### src/rtl/sdm_params.svh
// Timing counts, field positions, widths and command classes for the single-pin debug mode control block.
// Assumes inclusion by bare name from the package and modules; definitions only.
`ifndef SDM_PARAMS_SVH
`define SDM_PARAMS_SVH

// ******
// Security field and widths
// ******
`define SDM_SEC_W          2
`define SDM_SEC_UNSECURED  2'h2
`define SDM_PKT_W          8
`define SDM_BIT_CNT_W      3
`define SDM_BIT_LAST       3'h7
`define SDM_FIFO_DEPTH     8
`define SDM_CLS_MSB        7
`define SDM_CLS_LSB        4

// ******
// Serial timing, in serial debug clock ticks
// ******
`define SDM_TICK_W         8
`define SDM_SYNC_REQ_TICKS 8'h80
`define SDM_SYNC_RSP_TICKS 8'h80
`define SDM_SAMPLE_TICK    8'h0A
`define SDM_BIT_TICKS      8'h10
`define SDM_DRIVE_LOW_TICKS 8'h04
`define SDM_DRIVE_ONE_TICKS 8'h0D

// ******
// Command byte high-nibble classes
// ******
`define SDM_CLS_ALWAYS     4'h0
`define SDM_CLS_MEM        4'h1
`define SDM_CLS_DREG       4'h2
`define SDM_CLS_BKGND      4'h3
`define SDM_CLS_CPUREG     4'h4
`define SDM_CLS_STEP       4'h5
`define SDM_CLS_GO         4'h6
`define SDM_CLS_SECSTAT    4'h7
`define SDM_CLS_ERASE      4'h8

`endif

### src/rtl/sdm_pkg.sv
// Types for the debug mode control block, which uses only sdm_ser_t; its packet FIFO uses none of them.
// Assumes sdm_params.svh is reachable on the include path.
`include "sdm_params.svh"
package sdm_pkg;
  // Serial engine states, Gray coded along the usual path
  typedef enum logic [2:0] {
    SDM_IDLE  = 3'b000,
    SDM_RXBIT = 3'b001,
    SDM_WAITH = 3'b011,
    SDM_SYNC  = 3'b010,
    SDM_TXBIT = 3'b110
  } sdm_ser_t;
  // Core run state encoding; the access filter takes coreHalted and coreStopped instead
  typedef enum logic [1:0] {
    SDM_RUN  = 2'b00,
    SDM_HALT = 2'b01,
    SDM_STOP = 2'b11
  } sdm_core_t;
endpackage : sdm_pkg

### src/rtl/sdm_fifo_if.sv
// Valid/ready carrier between the debug control block and its packet FIFO.
// Assumes one clock shared by both ends.
`timescale 1ns/1ns
`default_nettype none
`include "sdm_params.svh"
interface sdm_fifo_if;
  logic                  inValid;  // Writer offers a packet
  logic                  inReady;  // FIFO can take it
  logic [`SDM_PKT_W-1:0] inData;   // Packet written
  logic                  outValid; // FIFO holds a packet
  logic                  outReady; // Reader takes it
  logic [`SDM_PKT_W-1:0] outData;  // Oldest packet
  modport fifo (input inValid, inData, outReady, output inReady, outValid, outData);
  modport user (output inValid, inData, outReady, input inReady, outValid, outData);
endinterface : sdm_fifo_if
`default_nettype wire

### src/rtl/sdm_fifo.sv
// Parameterised synchronous FIFO carrying received debug packets.
// Assumes a single clock and synchronous active-high reset.
`timescale 1ns/1ns
`default_nettype none
module sdm_fifo #(
  parameter int WIDTH = 8,
  parameter int DEPTH = 8
) (
  input wire logic ref_clk,
  input wire logic sys_rst,
  sdm_fifo_if.fifo port
);
  localparam int AW = $clog2(DEPTH);
  logic [WIDTH-1:0] memArr [DEPTH];  // Packet storage
  logic [AW-1:0]    wrPtr_reg;       // Write index
  logic [AW-1:0]    rdPtr_reg;       // Read index
  logic [AW:0]      count_reg;       // Occupancy
  logic             doWr;            // Accepted write
  logic             doRd;            // Accepted read

  assign port.inReady  = (count_reg != (AW+1)'(DEPTH));
  assign port.outValid = (count_reg != '0);
  assign port.outData  = memArr[rdPtr_reg];
  assign doWr = port.inValid && port.inReady;
  assign doRd = port.outValid && port.outReady;

  // Storage write
  always_ff @(posedge ref_clk) begin
    if (doWr) begin
      memArr[wrPtr_reg] <= port.inData;
    end
  end

  // Pointers and occupancy
  always_ff @(posedge ref_clk) begin
    if (sys_rst) begin
      wrPtr_reg <= '0;
      rdPtr_reg <= '0;
      count_reg <= '0;
    end else begin
      if (doWr) begin
        wrPtr_reg <= (wrPtr_reg == AW'(DEPTH-1)) ? '0 : wrPtr_reg + 1'b1;
      end
      if (doRd) begin
        rdPtr_reg <= (rdPtr_reg == AW'(DEPTH-1)) ? '0 : rdPtr_reg + 1'b1;
      end
      count_reg <= count_reg + (AW+1)'(doWr) - (AW+1)'(doRd);
    end
  end
endmodule : sdm_fifo
`default_nettype wire

### src/rtl/sdm_mode_ctrl.sv
// Mode and access control for the single-pin debug controller, with a serial packet engine.
// Assumes core status, security field and control bits arrive synchronous to ref_clk.
//
// Summary of operation
// - Secured: only status report and erase
// - Interface disabled: status report only, erase only if secured
// - Unsecured and enabled: core state selects commands
// - Extended status top bytes always accessible
// - Non-intrusive commands need run or halt
// - Active commands need halt; register access stop
// - Low debug wire at power-on enters halt
// - Forced reset halts if wire low or bit
// - Background command wakes core then halts
// - Enabled halt instruction or breakpoint halts
// - Halted core fetches nothing, serves commands
// - Select bit: half CPU clock, else FLL
// - Enable gates halt, stop clocks, standby
// - Booting halted sets enable and select
// - Disabled halt instruction: reset or exception
// - Enabled interface restarts from stop/wait
// - Single wire, parties alternate driving
// - Sync request answered by timed pulse
// - Communication in eight-bit packets
`timescale 1ns/1ns
`default_nettype none
`include "sdm_params.svh"
module sdm_mode_ctrl (
  input  wire logic                   ref_clk,
  input  wire logic                   sys_rst,
  input  wire logic                   powerOnReset,       // Power-on reset phase
  input  wire logic                   forcedResetRelease, // Pulse: forced reset just ended
  input  wire logic [`SDM_SEC_W-1:0]  securityField,      // Nonvolatile security field
  input  wire logic                   fll_low_clock,      // FLL low clock, rising edge detected
  input  wire logic                   coreStopped,        // Core in stop or wait
  input  wire logic                   haltInstr,          // Pulse: halt instruction executed
  input  wire logic                   breakpointHalt,     // Pulse: breakpoint with halt response
  input  wire logic                   illegal_response_select,
  input  wire logic                   halt_after_forced_reset,
  input  wire logic                   enableWrite,        // Pulse: software writes enable bits
  input  wire logic                   enableWrData,       // Enable value written
  input  wire logic                   clkSelWrData,       // Clock select value written
  input  wire logic                   debug_wire_pin_in,  // Debug wire level
  output logic                        debug_wire_pin_out, // Debug wire drive value
  output logic                        debug_wire_pin_oe,  // High while driving the wire
  output logic                        debug_interface_enable,
  output logic                        debug_clock_select,
  output logic                        coreHalted,         // Core in halt mode
  output logic                        fetchEnable,        // Core may fetch instructions
  output logic                        wakeRequest,        // Wake core from stop/wait
  output logic                        stopClocksOn,       // Keep clocks running in stop
  output logic                        standbyAllow,       // Regulator may enter standby
  output logic                        illegalReset,       // Pulse: illegal halt gives reset
  output logic                        illegalException,   // Pulse: illegal halt gives exception
  output logic                        deviceSecured,      // Security state report
  output logic                        massEraseReq,       // Pulse: erase flash request
  output logic                        cmdAccepted,        // Pulse: command accepted
  output logic                        cmdRefused,         // Pulse: command refused
  output logic [`SDM_PKT_W-1:0]       cmdByte,            // Last command byte
  output logic                        xcsrAccess          // Pulse: always-available access
);
  // ******
  // Declarations
  // ******
  sdm_pkg::sdm_ser_t     ser_reg;        // Serial engine state
  logic                  pinSync1_reg;   // Synchroniser first stage
  logic                  pinSync2_reg;   // Synchroniser second stage
  logic                  fllSync1_reg;   // FLL clock first stage
  logic                  fllSync2_reg;   // FLL clock second stage
  logic                  fllLast_reg;    // FLL clock edge history
  logic                  halfDiv_reg;    // Half-rate divider
  logic                  serTick;        // Serial debug clock enable
  logic [`SDM_TICK_W-1:0] tick_reg;      // Ticks within a bit
  logic [`SDM_BIT_CNT_W-1:0] bit_reg;    // Bit index within a packet
  logic [`SDM_PKT_W-1:0] shift_reg;      // Receive shifter
  logic                  txWasLow_reg;   // Wire was driven low this slot
  logic                  bootSeen_reg;   // Power-on strap caught
  logic                  unlocked;       // Unsecured and enabled
  logic                  secured;        // Security field marks secured
  logic                  allowed;        // Command class allowed now
  logic [3:0]            cmdCls;         // Class nibble of the oldest packet
  sdm_fifo_if            fq ();          // Packet FIFO carrier

  // ******
  // Functions
  // ******
  // Decode: is the command class permitted in this state
  function automatic logic classAllowed(input logic [3:0] cls, input logic sec,
                                        input logic unl, input logic halted, input logic stopped);
    case (cls)
      `SDM_CLS_ALWAYS:  classAllowed = 1'b1;
      `SDM_CLS_SECSTAT: classAllowed = 1'b1;
      `SDM_CLS_ERASE:   classAllowed = sec;
      `SDM_CLS_MEM,
      `SDM_CLS_DREG:    classAllowed = unl && !stopped;
      `SDM_CLS_BKGND:   classAllowed = unl;
      `SDM_CLS_CPUREG:  classAllowed = unl && (halted || stopped);
      `SDM_CLS_STEP,
      `SDM_CLS_GO:      classAllowed = unl && halted;
      default:          classAllowed = 1'b0;
    endcase
  endfunction : classAllowed

  // ******
  // Access state
  // ******
  assign secured  = (securityField != `SDM_SEC_UNSECURED);
  assign unlocked = !secured && debug_interface_enable;
  assign cmdCls   = fq.outData[`SDM_CLS_MSB:`SDM_CLS_LSB];
  assign allowed  = classAllowed(cmdCls, secured, unlocked, coreHalted, coreStopped);

  // ******
  // Serial debug clock: half CPU or FLL low clock edge
  // ******
  // Divider and FLL edge detect produce the serial tick enable
  always_ff @(posedge ref_clk) begin
    if (sys_rst) begin
      halfDiv_reg  <= 1'b0;
      fllSync1_reg <= 1'b0;
      fllSync2_reg <= 1'b0;
      fllLast_reg  <= 1'b0;
    end else begin
      halfDiv_reg  <= !halfDiv_reg;
      fllSync1_reg <= fll_low_clock;
      fllSync2_reg <= fllSync1_reg;
      fllLast_reg  <= fllSync2_reg;
    end
  end
  assign serTick = debug_clock_select ? halfDiv_reg : (fllSync2_reg && !fllLast_reg);

  // Wire synchroniser, advanced on serial ticks only
  always_ff @(posedge ref_clk) begin
    if (sys_rst) begin
      pinSync1_reg <= 1'b1;
      pinSync2_reg <= 1'b1;
    end else if (serTick) begin
      pinSync1_reg <= debug_wire_pin_in;
      pinSync2_reg <= pinSync1_reg;
    end
  end

  // ******
  // Serial engine: receive packets and answer sync requests
  // ******
  // Host drives falling edge; a long low is a sync request
  always_ff @(posedge ref_clk) begin
    if (sys_rst) begin
      ser_reg            <= sdm_pkg::SDM_IDLE;
      tick_reg           <= '0;
      bit_reg            <= '0;
      shift_reg          <= '0;
      txWasLow_reg       <= 1'b0;
      debug_wire_pin_out <= 1'b1;
      debug_wire_pin_oe  <= 1'b0;
    end else if (serTick) begin
      case (ser_reg)
        sdm_pkg::SDM_IDLE: begin
          tick_reg <= '0;
          if (!pinSync2_reg) begin
            ser_reg <= sdm_pkg::SDM_RXBIT;
          end
        end
        sdm_pkg::SDM_RXBIT: begin
          tick_reg <= tick_reg + 1'b1;
          if (tick_reg == `SDM_SAMPLE_TICK) begin
            shift_reg <= {shift_reg[`SDM_PKT_W-2:0], pinSync2_reg};
          end
          if (!pinSync2_reg && tick_reg == `SDM_SYNC_REQ_TICKS) begin
            ser_reg <= sdm_pkg::SDM_WAITH;
          end else if (tick_reg >= `SDM_BIT_TICKS && pinSync2_reg) begin
            tick_reg <= '0;
            bit_reg  <= bit_reg + 1'b1;
            ser_reg  <= sdm_pkg::SDM_IDLE;
          end
        end
        sdm_pkg::SDM_WAITH: begin
          // Sync request: wait for host release then answer
          tick_reg <= '0;
          bit_reg  <= '0;
          if (pinSync2_reg) begin
            ser_reg <= sdm_pkg::SDM_SYNC;
          end
        end
        sdm_pkg::SDM_SYNC: begin
          // Timed low pulse, then drive high briefly and release
          tick_reg           <= tick_reg + 1'b1;
          debug_wire_pin_oe  <= 1'b1;
          debug_wire_pin_out <= (tick_reg >= `SDM_SYNC_RSP_TICKS);
          txWasLow_reg       <= 1'b1;
          if (tick_reg == `SDM_SYNC_RSP_TICKS) begin
            ser_reg <= sdm_pkg::SDM_TXBIT;
          end
        end
        sdm_pkg::SDM_TXBIT: begin
          // Speed-up high then release, handing the wire back
          debug_wire_pin_oe  <= 1'b0;
          debug_wire_pin_out <= 1'b1;
          txWasLow_reg       <= 1'b0;
          tick_reg           <= '0;
          ser_reg            <= sdm_pkg::SDM_IDLE;
        end
        default: begin
          ser_reg           <= sdm_pkg::SDM_IDLE;
          debug_wire_pin_oe <= 1'b0;
        end
      endcase
    end
  end

  // Packet write into the FIFO once eight bits are in
  assign fq.inValid  = serTick && (ser_reg == sdm_pkg::SDM_RXBIT) && pinSync2_reg &&
                       (tick_reg >= `SDM_BIT_TICKS) && (bit_reg == `SDM_BIT_LAST);
  assign fq.inData   = shift_reg;  // Eighth sample already shifted in
  assign fq.outReady = 1'b1;

  sdm_fifo #(
    .WIDTH (`SDM_PKT_W),
    .DEPTH (`SDM_FIFO_DEPTH)
  ) u_fifo (
    .ref_clk (ref_clk),
    .sys_rst (sys_rst),
    .port    (fq.fifo)
  );

  // ******
  // Command filter
  // ******
  // Classify each packet taken from the FIFO
  always_ff @(posedge ref_clk) begin
    if (sys_rst) begin
      cmdAccepted  <= 1'b0;
      cmdRefused   <= 1'b0;
      cmdByte      <= '0;
      xcsrAccess   <= 1'b0;
      massEraseReq <= 1'b0;
    end else begin
      cmdAccepted  <= fq.outValid && allowed;
      cmdRefused   <= fq.outValid && !allowed;
      xcsrAccess   <= fq.outValid && (cmdCls == `SDM_CLS_ALWAYS);
      massEraseReq <= fq.outValid && allowed && (cmdCls == `SDM_CLS_ERASE);
      if (fq.outValid) begin
        cmdByte <= fq.outData;
      end
    end
  end

  // ******
  // Halt mode and enable bits
  // ******
  // Power-on strap caught at the release of reset
  always_ff @(posedge ref_clk) begin
    if (sys_rst) begin
      bootSeen_reg           <= 1'b0;
      coreHalted             <= 1'b0;
      debug_interface_enable <= 1'b0;
      debug_clock_select     <= 1'b0;
      wakeRequest            <= 1'b0;
    end else begin
      wakeRequest <= 1'b0;
      if (!bootSeen_reg && !powerOnReset) begin
        bootSeen_reg <= 1'b1;
        if (!debug_wire_pin_in) begin
          coreHalted             <= 1'b1;
          debug_interface_enable <= 1'b1;
          debug_clock_select     <= 1'b1;
        end
      end else if (forcedResetRelease && (!debug_wire_pin_in || halt_after_forced_reset)) begin
        coreHalted             <= 1'b1;
        debug_interface_enable <= 1'b1;
        debug_clock_select     <= 1'b1;
      end else if (fq.outValid && allowed && cmdCls == `SDM_CLS_BKGND) begin
        coreHalted  <= 1'b1;
        wakeRequest <= coreStopped;
      end else if ((haltInstr || breakpointHalt) && debug_interface_enable) begin
        coreHalted <= 1'b1;
      end else if (fq.outValid && allowed && cmdCls == `SDM_CLS_GO) begin
        coreHalted <= 1'b0;
      end else if (enableWrite) begin
        debug_interface_enable <= enableWrData;
        debug_clock_select     <= clkSelWrData;
      end
    end
  end

  // Halted core stops fetching; enable governs low-power behaviour
  always_ff @(posedge ref_clk) begin
    if (sys_rst) begin
      fetchEnable   <= 1'b0;
      stopClocksOn  <= 1'b0;
      standbyAllow  <= 1'b1;
      deviceSecured <= 1'b1;
    end else begin
      fetchEnable   <= !coreHalted && bootSeen_reg;
      stopClocksOn  <= debug_interface_enable;
      standbyAllow  <= !debug_interface_enable;
      deviceSecured <= secured;
    end
  end

  // Halt instruction without enable is illegal
  always_ff @(posedge ref_clk) begin
    if (sys_rst) begin
      illegalReset     <= 1'b0;
      illegalException <= 1'b0;
    end else begin
      illegalReset     <= haltInstr && !debug_interface_enable && !illegal_response_select;
      illegalException <= haltInstr && !debug_interface_enable && illegal_response_select;
    end
  end
endmodule : sdm_mode_ctrl
`default_nettype wire

### config.mk
export PLATFORM = sky130hd
export DESIGN_NAME = sdm_mode_ctrl
export DESIGN_NICKNAME = d
export VERILOG_FILES = /design/src/rtl/sdm_pkg.sv /design/src/rtl/sdm_fifo_if.sv /design/src/rtl/sdm_fifo.sv /design/src/rtl/sdm_mode_ctrl.sv
export VERILOG_INCLUDE_DIRS = /design/src /design/src/rtl
export SDC_FILE = /design/constraint.sdc
export NUM_CORES = 1
export LEC_CHECK = 0
export ABC_CLOCK_PERIOD_IN_PS = 3400
export BUFFER_PORTS_ARGS = -buffer_cell sky130_fd_sc_hd__buf_2
export CAP_MARGIN = 30
export CORE_MARGIN = 5
export CORE_UTILIZATION = 38
export CTS_CLUSTER_SIZE = 24
export DETAILED_ROUTE_END_ITERATION = 10
export HOLD_SLACK_MARGIN = 0.1
export PLACE_DENSITY = 0.58
export SLEW_MARGIN = 25
export SYNTH_ARGS = -nofsm -noshare
export SYNTH_HDL_FRONTEND = slang
export SYNTH_SLANG_ARGS = --single-unit
### constraint.sdc
create_clock -name ref_clk -period 3.4 [get_ports ref_clk]
set_clock_uncertainty 0.15 [all_clocks]
set_input_delay 0.17 -clock ref_clk [delete_from_list [all_inputs] [get_ports ref_clk]]
set_output_delay 0.17 -clock ref_clk [all_outputs]
set_load 0.01 [all_outputs]
==> results.yml, run 1 <==
status:
  status: "finished, final reports clean"
flow_run:
  drv_cap: 0
sta:
  fin_tns_setup_ps: 0
  max-slew-margin-rel_pct: 56.85
  rsz0062_at_grt: "false"
  tightest_slew_ps: 645.4
  fmax_mhz: 309.9
  fin_crit_ps: 3227
  hold_violations: 0
  setup_viol: 0
  timing.final.crit_share_pct: 94.90
  drv_slew: 0
floorplan:
  io_pins: 40
  die-area_um2: 16270
  fp.coreArea_um2: 13720
  die_width_um: 127.5
  start_util_pct: 38.27
  die_height_um: 127.5
  rows: 43
critical_path:
  max_stage_delay_ps: 560
  worstPathArrival_ps: 3430
  critical_path.max_fanout: 15
  required_ps: 3600
  crit_family: "multiplexers"
  path_cells: "buf_6, mux4_2, mux2_4, and2_4, a41o_1, or3_1, a211oi_1, dlygate4sd3_1"
  crit_path_end_kind: "flop"
  startpoint_type: "flop"
  critPathSlowestCell: "dlygate4sd3_1"
  cp_num_buf_inv: 2
  worst-setup-path-type: "flop to flop"
  r2r_setup_slack_ps: 170
synth:
  yosysSeqAreaShare_pct: 61.77
  synthArstFlopShare_pct: 0
  yosys-top-cells-count: "66 x dfxtp_1, 64 x edfxtp_1, 56 x nor2_1"
  post-synth-top-area-cell: "edfxtp_1"
  synth_ff_type: "dfxtp_1"
  synthCells: 414
  synth_most_common_cell: "dfxtp_1"
  synth_edf_count: 64
  syn_avg_cell_area_um2: 12.68
  yosysWarningCount: 0
  synth.distinct_cells: 51
  netlist_area_um2: 5250
  ys_seq_elements: 130
  netlist_top_cells_area: "edfxtp_1 37%, dfxtp_1 25%, mux4_2 6.9%"
  yosysTopAreaCellShare_pct: 36.61
  synth_nets: 446
final_layout:
  area_growth_pct: 22.38
  drive_gt1_share_pct: 21.62
  layout.nets: 514
  final_area_um2: 6425
  num_antenna_cells: 0
  top_register: "u_fifo.memArr"
  largest_reg_flops: 64
hold_path:
  hold_class: "input port to flop"
  hold_path.startpoint: "sys_rst"
detailed_routing:
  route.vias.total: 3302
  wl_um: 10250
  route.detailed.drc: 0
  post_drt_wl_per_cell_um: 15.18
  ant_nets: 0
  drt_iter0_markers: 177
  firstDrtPassIters: 5
  vias_per_cell: 4.892
global_route:
  grt_overflow: 0
  antenna_found_initial: 0
  grt_max_degree: 55
  first_global_vias: 3283
  grt_use_total_pct: 13.41
  grt_pass1_wl_um: 16780
clock_network:
  cts.sinks: 130
  cts_buffers: 17
  clkTransAtPathRegs_ps: 50
  cts.path.max_buffers: 2
  insertion_delay_ps: 410
  cts_tree: "built"
  root_buffer: "clkbuf_16"
  h-tree-depth: 4
power_and_ir_drop:
  p_leak_uw: 0.002469
  power_density_nw_per_um2: 712.6
  peakVddDrop_uv: 315.4
placed_design:
  gp_congestion: 0.7772
  place_hpwl_um: 6843
  io_buffers: 39
  placedInstanceArea_um2: 5703
[cell families (layout without fill, tap and decap cells)]
group,Yosys count,in the layout,share of synthesized area (%)
multiplexers,34,34,10.44
XOR/XNOR,9,9,1.501
adder cells (fa/ha/maj),16,16,3.956
buffers and inverters,33,114,2.598
AND/OR/NAND/NOR,145,145,13.68
flip-flops,130,130,61.77
AO/OA/AOI/OAI,47,47,6.053
[metal layers]
metal	GRT usage (%)	part of all wire (%)	vias to the layer above	wire length (um)
li1	-	-	1644	-
met5	0	0	-	0
met2	21.86	49	59	5025
met1	16.73	46	1591	4746
met4	5.300	1.0	0	106
met3	4.013	3.6	8	367
[path summary, 6_finish.rpt]
check | endpoint | cells after the start
worst max-delay path | debug_interface_enable$_SDFFE_PP0P_ | 8
worst min-delay path | halfDiv_reg$_SDFF_PP0_ | 2
worst max register to register | debug_interface_enable$_SDFFE_PP0P_ | 8
worst min register to register | halfDiv_reg$_SDFF_PP0_ | 1
[power breakdown]
| part | total (uW) | switching (uW) | leakage (uW) | internal [uW] |
|---|---|---|---|---|
| logic | 1020 | 526 | 0.00106 | 489 |
| clock network | 1710 | 604 | 0.000280 | 1100 |
| registers | 1860 | 96.3 | 0.00113 | 1760 |
[stage by stage]
step                power, uW  hold WS (ps)  cells  utilization (%)  setup slack, ps
floorplan                2621         99.33    414                -            258.8
global placement         2881         195.9    630            41.57            431.0
detailed placement       2902         204.7    630            41.57            404.6
CTS                      4632         102.5    674            46.56            50.07
global route             4843         128.1    675            46.83            56.75
finish                   4579         111.9    675            46.83            173.3
[layout by cell type (no fill, tap or decap), types with 2 or more instances in the layout]
cell type,count
dfxtp_1,66
edfxtp_1,64
nor2_1,56
buf_2,39
nand2_1,29
clkbuf_16,18
a21oi_1,17
mux4_2,16
mux2i_1,15
ha_1,15
inv_1,14
buf_4,14
nor3_1,12
dlygate4sd3_1,12
a211oi_1,10
nor2b_1,7
nand2b_1,6
clkbuf_1,6
nor3b_1,5
xnor2_1,5
nand4_1,4
xor2_1,4
clkinv_2,4
and2_1,3
nand4b_1,3
nand3b_1,3
nor4_1,3
o21ai_1,3
a22oi_1,3
nand3_1,3
a2bb2oi_1,3
clkbuf_8,3
or4_1,2
nor4b_2,2
o2bb2ai_1,2
mux2_2,2
or3_1,2
[final cells by class]
type                            count  area [um^2]
Tap cell                          180        225.2
Inverter                           15        56.30
Timing Repair Buffer               67        459.2
Clock buffer                       27        514.2
Multi-Input combinational cell    251         1877
Sequential cell                   130         3243
Fill cell                        1228         7295
Clock inverter                      5        50.05
[timing repair]
| action | CTS | global route |
|---|---|---|
| endpoints found under the setup margin | 0 | 1 |
| hold buffers | 12 | 0 |
| resized for setup | 0 | 2 |
| endpoints found under the hold margin | 11 | 0 |
| setup buffers | 0 | 0 |
Note: power is estimated with default switching activity, not from simulation.
==> inputs of run 2 (changes only) <==
--- a/config.mk
+++ b/config.mk
@@ -9,6 +9,7 @@
 export ABC_CLOCK_PERIOD_IN_PS = 3400
 export BUFFER_PORTS_ARGS = -buffer_cell sky130_fd_sc_hd__buf_2
 export CAP_MARGIN = 30
+export CORE_ASPECT_RATIO = 0.75
 export CORE_MARGIN = 5
 export CORE_UTILIZATION = 38
 export CTS_CLUSTER_SIZE = 24
==> results.yml, run 2 (synthesis results as in run 1) <==
hold_path:
  hold_path.startpoint: "forcedResetRelease"
  hold_end: "coreHalted$_SDFFE_PP0P_"
  hold_class: "input port to flop"
  holdPathStages: 5
final_layout:
  largest_reg_flops: 64
  top_register: "u_fifo.memArr"
  drive_gt1_share_pct: 22.06
  area_growth_pct: 22.16
  num_antenna_cells: 0
  layout_common_cells: "66 x dfxtp_1, 64 x edfxtp_1, 56 x nor2_1, 39 x buf_2, 29 x nand2_1"
  fin_cells: 669
  layout.nets: 513
  layout_commonest_cell: "dfxtp_1"
detailed_routing:
  route.vias.total: 3323
  vias_per_cell: 4.967
  ant_nets: 0
  drt_iter0_markers: 176
  firstDrtPassIters: 4
  route.detailed.drc: 0
  post_drt_wl_per_cell_um: 15.18
  wl_um: 10160
clock_network:
  cts.path.max_buffers: 2
  cts.sinks: 130
  clkTransAtPathRegs_ps: 60
  cts_tree: "built"
  root_buffer: "clkbuf_16"
  cts_buffers: 17
  insertion_delay_ps: 410
  post_cts_buffers: 0
  h-tree-depth: 4
sta:
  tightest_slew_ps: 663.6
  max-slew-margin-rel_pct: 55.76
  fin_crit_ps: 3247
  drv_slew: 0
  fmax_mhz: 308.0
  hold_violations: 0
  whs_ps: 132.8
  setup_viol: 0
  timing.final.crit_share_pct: 95.49
critical_path:
  worst_r2r_path_depth: 7
  reg2reg_to: "debug_interface_enable$_SDFFE_PP0P_"
  critical_path.max_fanout: 7
  path_cells: "mux4_2, mux2_2, and2_4, a41o_1, or3_1, a211oi_1, dlygate4sd3_1"
  startpoint_type: "flop"
  worstPathArrival_ps: 3450
  critPathSlowestCell: "dfxtp_1"
  required_ps: 3610
  crit_path_end_kind: "flop"
  crit_family: "multiplexers"
  cp_num_buf_inv: 1
  worst-setup-path-type: "flop to flop"
  max_stage_delay_ps: 560
  r2r_setup_slack_ps: 150
placed_design:
  gp_congestion: 0.7685
  place_hpwl_um: 7090
  io_buffers: 39
  dp.cells: 622
floorplan:
  die_width_um: 145.7
  die_height_um: 111.8
  rows: 37
  die-area_um2: 16290
  start_util_pct: 38.57
  fp.coreArea_um2: 13610
  io_pins: 40
power_and_ir_drop:
  power_density_nw_per_um2: 710.4
  p_total_uw: 4556
  p_leak_uw: 0.002460
  peakVddDrop_uv: 487.4
global_route:
  antenna_found_initial: 0
  grt_max_degree: 55
  first_global_vias: 3258
  grt_pass1_wl_um: 16990
  grt_use_total_pct: 13.16
  grt_overflow: 0
flow_run:
  drv_cap: 0
status:
  status: "finished, final reports clean"
-- run 2: cell types whose count changed in the layout (fill, tap and decap cells not counted), sizes merged --
cell | previous run | this run
dlygate4sd3 | 12 | 14
inv | 15 | 20
clkinv | 4 | 3
bufinv | 1 | 0
clkinvlp | 0 | 2
clkbuf | 27 | 22
buf | 55 | 52
-- run 2: worst min-delay path, delay by kind of cell --
kind            cells  cell delay (ps)
compound gates      3              330
buf+inv             2              150
-- run 2: stage by stage --
stage	util [%]	cell area [um^2]	worst slack [ps]	TNS, ps
global placement	41.69	5674	484.7	0
global route	47.12	6414	-1.784	-1.784
finish	47.12	6414	153.3	0
floorplan	-	5250	258.8	0
CTS	46.80	6370	126.7	0
detailed placement	41.69	5674	365.7	0
-- run 2: how the worst max path moves through the flow --
| stage | startpoint | end | slack [ps] | cells past startpoint |
|---|---|---|---|---|
| finish | flop | debug_interface_enable$_SDFFE_PP0P_ | 150 | 7 |
| global route | flop | debug_interface_enable$_SDFFE_PP0P_ | -2 | 7 |
| CTS | flop | debug_interface_enable$_SDFFE_PP0P_ | 130 | 7 |
| detailed placement | debug_clock_select$_SDFFE_PP0P_ | u_fifo.memArr[7][2]$_DFFE_PP_ | 370 | 7 |
| global placement | debug_clock_select$_SDFFE_PP0P_ | u_fifo.memArr[7][1]$_DFFE_PP_ | 480 | 7 |
| floorplan | debug_clock_select$_SDFFE_PP0P_ | u_fifo.memArr[4][0]$_DFFE_PP_ | 260 | 8 |
-- run 2: power by group --
group / total (uW) / internal (uW) / switching, uW
clock: 1700 / 1040 / 660
combinational: 993 / 487 / 507
sequential: 1870 / 1760 / 107
total: 4560 / 3280 / 1270
-- run 2: cell type report --
class,instances,area [um^2]
Timing Repair Buffer,66,452.9
Tap cell,175,219.0
Fill cell,1248,7197
Multi-Input combinational cell,251,1877
Sequential cell,130,3243
Clock buffer,22,495.5
Inverter,15,56.30
Clock inverter,10,70.07
-- run 2: routing by layer --
layer / up-vias / GRT usage (%) / wire (um)
met5: - / 0 / 0
met4: 0 / 6.029 / 160
met3: 13 / 3.946 / 598
met2: 63 / 18.65 / 4462
met1: 1598 / 18.53 / 4936
li1: 1649 / - / -
-- run 2: repair_timing --
item | CTS | global route
setup endpoints to repair | 0 | 1
endpoints found under the hold margin | 11 | 2
resized for setup | 0 | 1
hold buffers | 13 | 1
